## config.mk

```make
export PLATFORM = sky130hd
export DESIGN_NAME = mcc_top
export DESIGN_NICKNAME = d
export VERILOG_FILES = /design/src/design/mcc_sync.v /design/src/design/mcc_seq.v /design/src/design/mcc_top.v
export VERILOG_INCLUDE_DIRS = /design/src /design/src/pkg
export SDC_FILE = /design/constraint.sdc
export NUM_CORES = 1
export LEC_CHECK = 0
export ABC_AREA = 1
export BUFFER_PORTS_ARGS = -buffer_cell sky130_fd_sc_hd__buf_4
export CAP_MARGIN = 10
export CORE_ASPECT_RATIO = 0.7
export CORE_MARGIN = 1
export CORE_UTILIZATION = 57
export DETAILED_ROUTE_END_ITERATION = 16
export PLACE_DENSITY = 0.85
export SETUP_SLACK_MARGIN = 0.5
export SLEW_MARGIN = 10
export SYNTH_ARGS = -nofsm -noshare
export SYNTH_HDL_FRONTEND = slang
export SYNTH_SLANG_ARGS = --single-unit
```

## constraint.sdc

```tcl
create_clock -name clk_i -period 4.71 [get_ports clk_i]
set_input_delay 0.7065 -clock clk_i [delete_from_list [all_inputs] [get_ports clk_i]]
set_output_delay 0.7065 -clock clk_i [all_outputs]
set_load 0.005 [all_outputs]
```

## src/pkg/mcc_map.vh

```
/*
 * Register indices, bit positions, reset values and conversion counts
 * for the monitor configuration block.
 * Assumes it is included by bare name; definitions only.
 */
`ifndef MCC_MAP_VH
`define MCC_MAP_VH

// ----------------------------------------------------------------
// register indices (byte address = 4 * index)
// ----------------------------------------------------------------
`define MCC_IDX_DUTY1     7'h30
`define MCC_IDX_DUTY2     7'h31
`define MCC_IDX_DUTY3     7'h32
`define MCC_IDX_CFG1      7'h40
`define MCC_IDX_STAT      7'h41
`define MCC_IDX_FAN1MIN   7'h55
`define MCC_IDX_PWMINV    7'h5C
`define MCC_IDX_CFG2      7'h73
`define MCC_IDX_CFG4      7'h7D
`define MCC_IDX_TEST2     7'h7F

// ----------------------------------------------------------------
// field positions
// ----------------------------------------------------------------
`define MCC_CFG2_AVG      4
`define MCC_CFG2_ATTENUATOR_BYPASS     5
`define MCC_CFG2_SINGLE_CHANNEL_A     6
`define MCC_CFG2_SHUTDOWN_REQUEST     7
`define MCC_CFG1_LOCK     1
`define MCC_TEST2_EXT     2
`define MCC_CHSEL_HI      7
`define MCC_CHSEL_LO      5

// ----------------------------------------------------------------
// reset values and counts
// ----------------------------------------------------------------
`define MCC_RST_BYTE      8'h00
`define MCC_SINGLE_CHANNEL_A_AVG_CYC  12'h400
`define MCC_SINGLE_CHANNEL_A_FAST_CYC 12'h040
`define MCC_LAST_CH       3'h7

`endif

```

## src/design/mcc_sync.v

```verilog
/*
 * Two-stage synchroniser for a pin, with a registered rising-edge pulse.
 * Assumes the pin is asynchronous to clk_i.
 */
`timescale 1ns/10ps
module mcc_sync (
    input  wire clk_i,    // system clock
    input  wire rst_i,    // sync reset, high
    input  wire pin_i,    // asynchronous pin
    output wire level_o,  // synchronised level
    output reg  rise_o    // one-cycle rising-edge pulse
);
    reg meta;
    reg sync;
    reg prev;

    // only the second stage reads the first
    always @(posedge clk_i) begin
        if (rst_i) begin
            meta   <= 1'b0;
            sync   <= 1'b0;
            prev   <= 1'b0;
            rise_o <= 1'b0;
        end else begin
            meta   <= pin_i;
            sync   <= meta;
            prev   <= sync;
            rise_o <= sync & ~prev;
        end
    end

    assign level_o = sync;
endmodule

```

## src/design/mcc_seq.v

```verilog
/*
 * Measurement sequencer: steps the converter through channels, or one
 * chosen channel, and latches its settings at the start of each cycle.
 * Assumes settings and the trigger edge are already in clk_i's domain.
 */
`timescale 1ns/10ps
`include "mcc_map.vh"
module mcc_seq (
    input  wire       clk_i,        // system clock
    input  wire       rst_i,        // sync reset, high
    input  wire       halt_i,       // shutdown: start no new cycle
    input  wire       avg_off_i,    // averaging off setting
    input  wire       single_i,     // single-channel setting
    input  wire       ext_en_i,     // external trigger enable
    input  wire       ext_edge_i,   // external trigger pulse
    input  wire [2:0] sel_i,        // single-channel selection
    input  wire [3:0] sense_i,      // sensing method setting
    output reg        start_o,      // conversion start pulse
    output reg  [2:0] chan_o,       // channel being converted
    output reg        avg_off_o,    // averaging off, latched
    output reg  [3:0] sense_o,      // sensing method, latched
    output reg        single_o,     // single mode, latched
    output wire       busy_o        // cycle in progress
);
    localparam S_IDLE = 4'b0001;
    localparam S_TRIG = 4'b0010;
    localparam S_SINGLE_CHANNEL_A = 4'b0100;
    localparam S_NEXT = 4'b1000;

    reg [3:0]  state;
    reg [11:0] cnt;
    reg        ext_l;

    always @(posedge clk_i) begin
        if (rst_i) begin
            state     <= S_IDLE;
            cnt       <= 12'h000;
            ext_l     <= 1'b0;
            start_o   <= 1'b0;
            chan_o    <= 3'h0;
            avg_off_o <= 1'b0;
            sense_o   <= 4'h0;
            single_o  <= 1'b0;
        end else begin
            start_o <= 1'b0;
            case (state)
            S_IDLE: begin
                if (!halt_i) begin
                    // settings move only at a cycle boundary
                    avg_off_o <= avg_off_i;
                    sense_o   <= sense_i;
                    single_o  <= single_i;
                    ext_l     <= single_i & ext_en_i;
                    chan_o    <= single_i ? sel_i : 3'h0;
                    state     <= S_TRIG;
                end
            end
            S_TRIG: begin
                if (!ext_l || ext_edge_i) begin
                    start_o <= 1'b1;
                    cnt     <= avg_off_o ? `MCC_SINGLE_CHANNEL_A_FAST_CYC
                                         : `MCC_SINGLE_CHANNEL_A_AVG_CYC;
                    state   <= S_SINGLE_CHANNEL_A;
                end else if (halt_i) begin
                    state <= S_IDLE;
                end
            end
            S_SINGLE_CHANNEL_A: begin
                if (cnt == 12'h001) begin
                    state <= S_NEXT;
                end else begin
                    cnt <= cnt - 12'h001;
                end
            end
            S_NEXT: begin
                // single mode repeats its one channel every cycle
                if (single_o || chan_o == `MCC_LAST_CH) begin
                    state <= S_IDLE;
                end else begin
                    chan_o <= chan_o + 3'h1;
                    state  <= S_TRIG;
                end
            end
            default: begin
                state <= S_IDLE;
            end
            endcase
        end
    end

    assign busy_o = (state != S_IDLE);
endmodule

```

## src/design/mcc_top.v

```verilog
/*
 * Monitor configuration block: configuration register two and its
 * control effects, with a classic Wishbone register slave, plus the
 * few neighbouring registers whose fields it depends on: the lock,
 * the channel selection, the PWM invert bits, the 2-wire threshold
 * and the external trigger enable.
 *
 * Assumes a single clk_i domain; PWM generator and converter sit
 * outside and share clk_i; the fan-1 pin is asynchronous.
 * Assumes the bus master releases its request after ack and leaves
 * at least one idle cycle between accesses.
 * Assumes the converter takes adc_start_o as a one-cycle pulse and
 * reads adc_channel_o and adc_averaging_off_o with it.
 */
// Overview of operation
// - Each of the low four bits picks 2-wire sensing when set and 3-wire tach sensing when clear for its fan input.
// - The 2-wire sensing threshold comes from configuration register four, not from this register.
// - Setting bit 4 turns averaging off so each channel converts in the short time.
// - Setting bit 5 takes the attenuators off the four scaled voltage inputs.
// - Setting bit 6 makes the converter repeat one chosen input instead of scanning all channels.
// - The single channel is bits 7 to 5 of the fan-1 minimum high byte, codes 0 to 7 in the fixed channel order.
// - With test register two bit 2 set in single mode, each conversion waits for a rising edge on the fan-1 pin.
// - Setting bit 7 enters shutdown and drives every PWM output to its off level, low or high when inverted.
// - In shutdown the current duty-cycle registers read zero.
// - Once the lock bit of configuration register one is set, writes to this register are ignored.
// - After reset every bit of this register reads zero.
`timescale 1ns/10ps
`include "mcc_map.vh"
module mcc_top (
    input  wire        clk_i,                // 200 MHz system clock
    input  wire        rst_i,                // sync reset, high

    input  wire        wb_cyc_i,             // wishbone cycle
    input  wire        wb_stb_i,             // wishbone strobe
    input  wire        wb_we_i,              // wishbone write enable
    input  wire [9:0]  wb_adr_i,             // wishbone byte address
    input  wire [3:0]  wb_sel_i,             // wishbone byte selects
    input  wire [31:0] wb_dat_i,             // wishbone write data

    output reg  [31:0] wb_dat_o,             // wishbone read data
    output reg         wb_ack_o,             // wishbone acknowledge

    input  wire        fan1_speed_input_i,   // fan-1 pin, async
    input  wire [2:0]  pwm_raw_i,            // generator PWM, true level
    input  wire [23:0] pwm_duty_i,           // generator duty, 3 bytes

    output reg  [2:0]  pwm_o,                // PWM pins

    output wire [3:0]  two_wire_sense_o,     // per-fan 2-wire select
    output reg  [7:0]  two_wire_threshold_o, // 2-wire threshold code

    output reg         attenuator_bypass_o,  // attenuators removed
    output wire        adc_start_o,          // conversion start pulse
    output wire [2:0]  adc_channel_o,        // conversion channel
    output wire        adc_averaging_off_o,  // averaging off, latched
    output reg         shutdown_o            // shutdown active
);
    // ----------------------------------------------------------------
    // register storage
    // ----------------------------------------------------------------
    reg  [7:0] cfg1;
    reg  [7:0] cfg2;
    reg  [7:0] cfg4;
    reg  [7:0] fan1min;
    reg  [7:0] test2;
    reg  [7:0] pwminv;
    reg  [7:0] rd_byte;

    wire       lock          = cfg1[`MCC_CFG1_LOCK];

    wire       averaging_off = cfg2[`MCC_CFG2_AVG];
    wire       single_chan_a = cfg2[`MCC_CFG2_SINGLE_CHANNEL_A];
    wire       shutdown_req  = cfg2[`MCC_CFG2_SHUTDOWN_REQUEST];

    wire [2:0] pwm_polarity_invert = pwminv[2:0];
    wire [3:0] two_wire_sel  = cfg2[3:0];

    // ----------------------------------------------------------------
    // bus decode
    // ----------------------------------------------------------------
    function mcc_hit;
        input [9:0] adr;
        input [6:0] want;
        begin
            mcc_hit = (adr[9] == 1'b0) && (adr[8:2] == want);
        end
    endfunction

    // request stays high until ack; ~ack makes each access single
    wire req = wb_cyc_i & wb_stb_i & ~wb_ack_o;
    wire wr  = req & wb_we_i & wb_sel_i[0];
    wire rd  = req & ~wb_we_i;

    // ----------------------------------------------------------------
    // bus slave: ack one cycle after the request
    // ----------------------------------------------------------------
    always @(posedge clk_i) begin
        if (rst_i) begin
            wb_ack_o <= 1'b0;
            wb_dat_o <= 32'h0000_0000;
        end else begin
            // no wait states: ack follows the taking edge
            wb_ack_o <= req;

            if (rd) begin
                wb_dat_o <= {24'h00_0000, rd_byte};
            end
        end
    end

    // ----------------------------------------------------------------
    // register writes
    // ----------------------------------------------------------------
    always @(posedge clk_i) begin
        if (rst_i) begin
            cfg1    <= `MCC_RST_BYTE;
            cfg2    <= `MCC_RST_BYTE;
            cfg4    <= `MCC_RST_BYTE;
            fan1min <= `MCC_RST_BYTE;
            test2   <= `MCC_RST_BYTE;
            pwminv  <= `MCC_RST_BYTE;
        end else if (wr) begin

            // lock is sticky: it also guards its own register
            if (mcc_hit(wb_adr_i, `MCC_IDX_CFG1) && !lock) begin
                cfg1 <= wb_dat_i[7:0];
            end

            if (mcc_hit(wb_adr_i, `MCC_IDX_CFG2) && !lock) begin
                cfg2 <= wb_dat_i[7:0];
            end

            if (mcc_hit(wb_adr_i, `MCC_IDX_CFG4)) begin
                cfg4 <= wb_dat_i[7:0];
            end

            if (mcc_hit(wb_adr_i, `MCC_IDX_FAN1MIN)) begin
                fan1min <= wb_dat_i[7:0];
            end

            if (mcc_hit(wb_adr_i, `MCC_IDX_TEST2)) begin
                test2 <= wb_dat_i[7:0];
            end

            if (mcc_hit(wb_adr_i, `MCC_IDX_PWMINV)) begin
                pwminv <= wb_dat_i[7:0];
            end
        end
    end

    // ----------------------------------------------------------------
    // read mux; unmapped addresses read zero
    // ----------------------------------------------------------------
    wire       seq_busy;
    wire       seq_single;

    // the bytes are masked here, the generator itself keeps running
    function [7:0] mcc_duty;
        input       shut;
        input [7:0] duty;
        begin
            mcc_duty = shut ? 8'h00 : duty;
        end
    endfunction

    always @* begin
        rd_byte = 8'h00;
        if (wb_adr_i[9] == 1'b0) begin
            case (wb_adr_i[8:2])
            `MCC_IDX_DUTY1: begin
                rd_byte = mcc_duty(shutdown_req, pwm_duty_i[7:0]);
            end

            `MCC_IDX_DUTY2: begin
                rd_byte = mcc_duty(shutdown_req, pwm_duty_i[15:8]);
            end

            `MCC_IDX_DUTY3: begin
                rd_byte = mcc_duty(shutdown_req, pwm_duty_i[23:16]);
            end

            `MCC_IDX_CFG1: begin
                rd_byte = cfg1;
            end

            // live view, reading it has no side effect
            `MCC_IDX_STAT: begin
                rd_byte = {2'b00,
                           shutdown_req,
                           seq_single,
                           adc_channel_o,
                           seq_busy};
            end

            `MCC_IDX_FAN1MIN: begin
                rd_byte = fan1min;
            end

            `MCC_IDX_PWMINV: begin
                rd_byte = pwminv;
            end

            `MCC_IDX_CFG2: begin
                rd_byte = cfg2;
            end

            `MCC_IDX_CFG4: begin
                rd_byte = cfg4;
            end

            `MCC_IDX_TEST2: begin
                rd_byte = test2;
            end

            default: begin
                rd_byte = 8'h00;
            end
            endcase
        end
    end

    // ----------------------------------------------------------------
    // direct control outputs
    // ----------------------------------------------------------------
    always @(posedge clk_i) begin
        if (rst_i) begin
            attenuator_bypass_o  <= 1'b0;
            shutdown_o           <= 1'b0;
            two_wire_threshold_o <= 8'h00;
        end else begin
            // analog switch, no need to wait for a cycle boundary
            attenuator_bypass_o  <= cfg2[`MCC_CFG2_ATTENUATOR_BYPASS];

            shutdown_o           <= shutdown_req;
            two_wire_threshold_o <= cfg4;
        end
    end

    // ----------------------------------------------------------------
    // PWM pins: forced to the fan-off level in shutdown
    // ----------------------------------------------------------------
    genvar g;
    generate
        for (g = 0; g < 3; g = g + 1) begin : pwm_pin
            always @(posedge clk_i) begin
                if (rst_i) begin
                    pwm_o[g] <= 1'b0;
                // off level is the invert bit itself
                end else if (shutdown_req) begin
                    pwm_o[g] <= pwm_polarity_invert[g];
                end else begin
                    pwm_o[g] <= pwm_raw_i[g] ^ pwm_polarity_invert[g];
                end
            end
        end
    endgenerate

    // ----------------------------------------------------------------
    // external conversion trigger on the fan-1 pin
    // ----------------------------------------------------------------
    wire ext_edge;

    mcc_sync i_mcc_sync (
        .clk_i   (clk_i),
        .rst_i   (rst_i),

        .pin_i   (fan1_speed_input_i),
        .level_o (),
        .rise_o  (ext_edge)
    );

    // ----------------------------------------------------------------
    // measurement sequencer
    // ----------------------------------------------------------------
    mcc_seq i_mcc_seq (
        .clk_i      (clk_i),
        .rst_i      (rst_i),

        .halt_i     (shutdown_req),

        .avg_off_i  (averaging_off),
        .single_i   (single_chan_a),
        .ext_en_i   (test2[`MCC_TEST2_EXT]),
        .ext_edge_i (ext_edge),

        .sel_i      (fan1min[`MCC_CHSEL_HI:`MCC_CHSEL_LO]),
        .sense_i    (two_wire_sel),

        .start_o    (adc_start_o),
        .chan_o     (adc_channel_o),
        .avg_off_o  (adc_averaging_off_o),
        .sense_o    (two_wire_sense_o),
        .single_o   (seq_single),
        .busy_o     (seq_busy)
    );
endmodule

```

==> results.json <==
{
  "synth-adder-area-share_pct": 0.982,
  "yosysWarningCount": 0,
  "max_slew.worst_pin.slew_ps": 890,
  "io_pins": 134,
  "layout.nets": 919,
  "grt_antenna_before_repair": 0,
  "num-fill-cells": 713,
  "grt_overflow_total": 0,
  "clock_h_tree_levels": 3,
  "finalInstanceArea_um2": 5960,
  "regToRegEndpoint": "i_mcc_seq.chan_o[0]",
  "setup.worst_path.end_class": "flop",
  "worst_ir_drop_vdd_uv": 264,
  "viasPerCell": 5.36,
  "drive_above_1_share_pct": 14.6,
  "timing.critical_path.required_ps": 4980,
  "fmaxAchievable_mhz": 440,
  "die_h_um": 81.1,
  "via_count_of_the_first_global_routing_pass": 4478,
  "io_buffers": 80,
  "cts_hold_buf": 0,
  "rsz0062_at_grt": "false",
  "timing.final.crit_share_pct": 48.3,
  "post_synth.cell_area_avg_um2": 6.65,
  "clk_latency_ps": 350,
  "cts_buffer_depth": 2,
  "clkTransAtPathRegs_ps": 70,
  "power_frac_comb_pct": 15.1,
  "timing.critical_path.arrival_ps": 2550,
  "initial_utilization_pct": 59.6,
  "worst_setup_ep": "i_mcc_seq.chan_o[0]",
  "worst_hold_slack_ps": 382,
  "routedWlPerCell_um": 13.9,
  "maxSlewViolCount": 0,
  "final.min_clock_period_ps": 2270,
  "total_number_of_vias": 5155,
  "sequentialPowerShare_pct": 44.9,
  "hp-class": "flop to flop",
  "critical_path.startpoint": "cfg2[7]",
  "die_w_um": 115,
  "top_register": "i_mcc_seq.cnt",
  "clock_sink_count": 101,
  "place.gp.congestion": 0.873,
  "post_synth_mux_area_share_pct": 0,
  "total_core_area_um2": 8550,
  "p_leak_nw": 2.82,
  "r2r.worst_path.cells": 6,
  "final_antenna_net_count": 0,
  "synth_top_family_by_area": "simple AND/OR/NAND/NOR gates",
  "floorplan.rows": 28,
  "cts_tree": "built",
  "wire_length_of_the_first_global_routing_pass_um": 21100,
  "crit_fanout": 26,
  "synth_sequential_area_ratio_pct": 39.7,
  "synth.distinct_cells": 33,
  "routed_wl_um": 13400,
  "drc": 0,
  "maxCapViolations": 0,
  "synth-compound-area-share_pct": 10.3,
  "detailedRoute.firstPassIterationCount": 5,
  "global_route.usage.total_pct": 29.5,
  "drt_iter0_markers": 487,
  "ctsRootBufferMaster": "sky130_fd_sc_hd__clkbuf_16",
  "setup_tns_ps": 0,
  "finalHoldViolations": 0,
  "fraction_of_the_mapped_netlist_area_in_simple_logic_gates_pct": 36.9,
  "floorplan.die_area_um2": 9330,
  "post_cts_buffers": 0,
  "crit_type": "flop to flop",
  "cell_internal_pwr_mw": 1.46,
  "ys_ff_latch": 101,
  "synth_xor_area_share_pct": 0.172,
  "worstSetupStartpointType": "flop",
  "worstReg2RegStart": "cfg2[7]",
  "setup_viol": 0,
  "maxSlewHeadroom_pct": 40.6,
  "netSwitchingFraction_pct": 27.4,
  "clock_power_share_pct": 39.9,
  "power.net_switching_uw": 553,
  "mappedNetlistArea_um2": 5100,
  "area.growth.synth_to_final_pct": 17.0,
  "hpwlAfterDp_um": 9730,
  "worstHoldStart": "i_mcc_sync.prev",
  "outcome": "complete, no violations",
  "post_synth_inst_count": 766,
  "diodes_inserted": 0,
  "placedInstanceArea_um2": 5640,
  "flip_flop_count_of_the_largest_register_after_layout": 12,
  "power-per-cell-area_nw_per_um2": 338,
  "cts-resized-gates": 0,
  "maximum_number_of_pins_on_one_net_before_global_route_repair": 47,
  "finClkSkew_ps": 6.93,
  "reg2reg_setup_slack_ps": 2440,
  "tritoncts.num_buffers": 9
}
[logic make-up (layout without fill, tap and decap cells)]
| logic type | Yosys count | after routing |
|---|---|---|
| XOR/XNOR | 1 | 1 |
| adder cells (fa/ha/maj) | 4 | 4 |
| flip-flops | 101 | 101 |
| other | 1 | 24 |
| AND/OR/NAND/NOR | 427 | 427 |
| buffers and inverters | 128 | 180 |
| AO/OA/AOI/OAI | 104 | 104 |
[critical path, cell delays in order, from the launching register on]
cell                       delay, ps
sky130_fd_sc_hd__dfxtp_1         900
sky130_fd_sc_hd__clkinv_1        540
sky130_fd_sc_hd__nor2_1          310
sky130_fd_sc_hd__nor2_1          150
sky130_fd_sc_hd__inv_1           110
sky130_fd_sc_hd__nand2_1          50
sky130_fd_sc_hd__a21oi_1         130
[power groups by stage]
stage / registers, mW / clock network (mW) / logic [mW]
floorplan: 0.922 / 0 / 0.207
global placement: 0.924 / 0 / 0.289
detailed placement: 0.925 / 0 / 0.298
CTS: 0.906 / 0.814 / 0.301
global route: 0.910 / 0.837 / 0.344
finish: 0.907 / 0.806 / 0.305
[Yosys cell counts]
| cell | number | share of area, % |
|---|---|---|
| sky130_fd_sc_hd__buf_4 | 25 | 3.7 |
| sky130_fd_sc_hd__nand3_2 | 2 | 0.39 |
| sky130_fd_sc_hd__o21ai_0 | 60 | 5.9 |
| sky130_fd_sc_hd__nand3b_1 | 2 | 0.29 |
| sky130_fd_sc_hd__nand2_2 | 2 | 0.25 |
| sky130_fd_sc_hd__conb_1 | 1 | 0.074 |
| sky130_fd_sc_hd__a21oi_1 | 37 | 3.6 |
| sky130_fd_sc_hd__nand2_1 | 115 | 8.5 |
| sky130_fd_sc_hd__inv_2 | 5 | 0.37 |
| sky130_fd_sc_hd__buf_2 | 3 | 0.29 |
| sky130_fd_sc_hd__nor2_8 | 1 | 0.39 |
| sky130_fd_sc_hd__xor2_1 | 1 | 0.17 |
| sky130_fd_sc_hd__dfxtp_1 | 101 | 40 |
| sky130_fd_sc_hd__o21ai_1 | 4 | 0.39 |
| sky130_fd_sc_hd__nand4_2 | 1 | 0.25 |
| sky130_fd_sc_hd__clkinv_1 | 1 | 0.074 |
| sky130_fd_sc_hd__o22ai_1 | 1 | 0.12 |
| sky130_fd_sc_hd__nor3_1 | 5 | 0.49 |
| sky130_fd_sc_hd__nor2_4 | 5 | 1.1 |
| sky130_fd_sc_hd__nand3_1 | 97 | 9.5 |
| sky130_fd_sc_hd__nor3b_1 | 1 | 0.15 |
| sky130_fd_sc_hd__nand2_4 | 1 | 0.22 |
| sky130_fd_sc_hd__nor2_1 | 179 | 13 |
| sky130_fd_sc_hd__a31oi_1 | 2 | 0.25 |
| sky130_fd_sc_hd__ha_1 | 4 | 0.98 |
| sky130_fd_sc_hd__buf_1 | 2 | 0.15 |
| sky130_fd_sc_hd__nor2_2 | 9 | 1.1 |
| sky130_fd_sc_hd__buf_6 | 4 | 0.88 |
| sky130_fd_sc_hd__clkbuf_1 | 11 | 0.81 |
| sky130_fd_sc_hd__nand4_1 | 5 | 0.61 |
| sky130_fd_sc_hd__nor3_4 | 1 | 0.32 |
| sky130_fd_sc_hd__and3_1 | 1 | 0.12 |
| sky130_fd_sc_hd__inv_1 | 77 | 5.7 |
[worst min path at each step]
stage | depth (start not counted) | slack (ps) | end
finish | 1 | 380 | i_mcc_sync.rise_o
global route | 1 | 420 | i_mcc_sync.rise_o
CTS | 1 | 390 | i_mcc_sync.rise_o
detailed placement | 1 | 380 | i_mcc_sync.rise_o
global placement | 1 | 380 | i_mcc_sync.rise_o
floorplan | 1 | 370 | i_mcc_sync.rise_o
[placed cells by master, fill, tap and decap left out, types with 2 or more instances in the layout]
cell,instances
sky130_fd_sc_hd__a21oi_1,37
sky130_fd_sc_hd__a31oi_1,2
sky130_fd_sc_hd__buf_4,81
sky130_fd_sc_hd__bufinv_16,2
sky130_fd_sc_hd__clkbuf_16,9
sky130_fd_sc_hd__conb_1,24
sky130_fd_sc_hd__dfxtp_1,101
sky130_fd_sc_hd__ha_1,4
sky130_fd_sc_hd__inv_1,77
sky130_fd_sc_hd__inv_2,5
sky130_fd_sc_hd__inv_6,3
sky130_fd_sc_hd__nand2_1,115
sky130_fd_sc_hd__nand2_2,2
sky130_fd_sc_hd__nand3_1,97
sky130_fd_sc_hd__nand3_2,2
sky130_fd_sc_hd__nand3b_1,2
sky130_fd_sc_hd__nand4_1,5
sky130_fd_sc_hd__nor2_1,179
sky130_fd_sc_hd__nor2_2,9
sky130_fd_sc_hd__nor2_4,5
sky130_fd_sc_hd__nor3_1,5
sky130_fd_sc_hd__o21ai_0,60
sky130_fd_sc_hd__o21ai_1,4
[final cells by class]
cell class,instances,area (um2),share of cell area (%)
multi-input cells,560,2550,42.8
well taps,120,150,2.52
clock buffers,10,229,3.84
repair buffers,81,608,10.2
inverters,83,312,5.22
clock inverters,6,91.3,1.53
flip-flops and latches,101,2020,33.9
[layer usage]
metal  vias to the layer above  GRT usage [%]  share of wire, %
li1                       2534              -                 -
met1                      2350           40.9                45
met2                       255           46.1                44
met3                        16           6.87                10
met4                         0           8.05               1.1
met5                         -              0                 0
[through the flow]
stage                     total power, mW  util [%]  setup WS, ps  std cells
after CTS                            2.02      69.8          2510        961
after floorplan                      1.13         -          2940        789
final                                2.02      69.8          2440        961
after detailed placement             1.22      66.0          2350        945
after global routing                 2.09      69.8          2180        961
after global placement               1.21      66.0          2440        945
No activity file was read; power rests on OpenSTA's default activity.
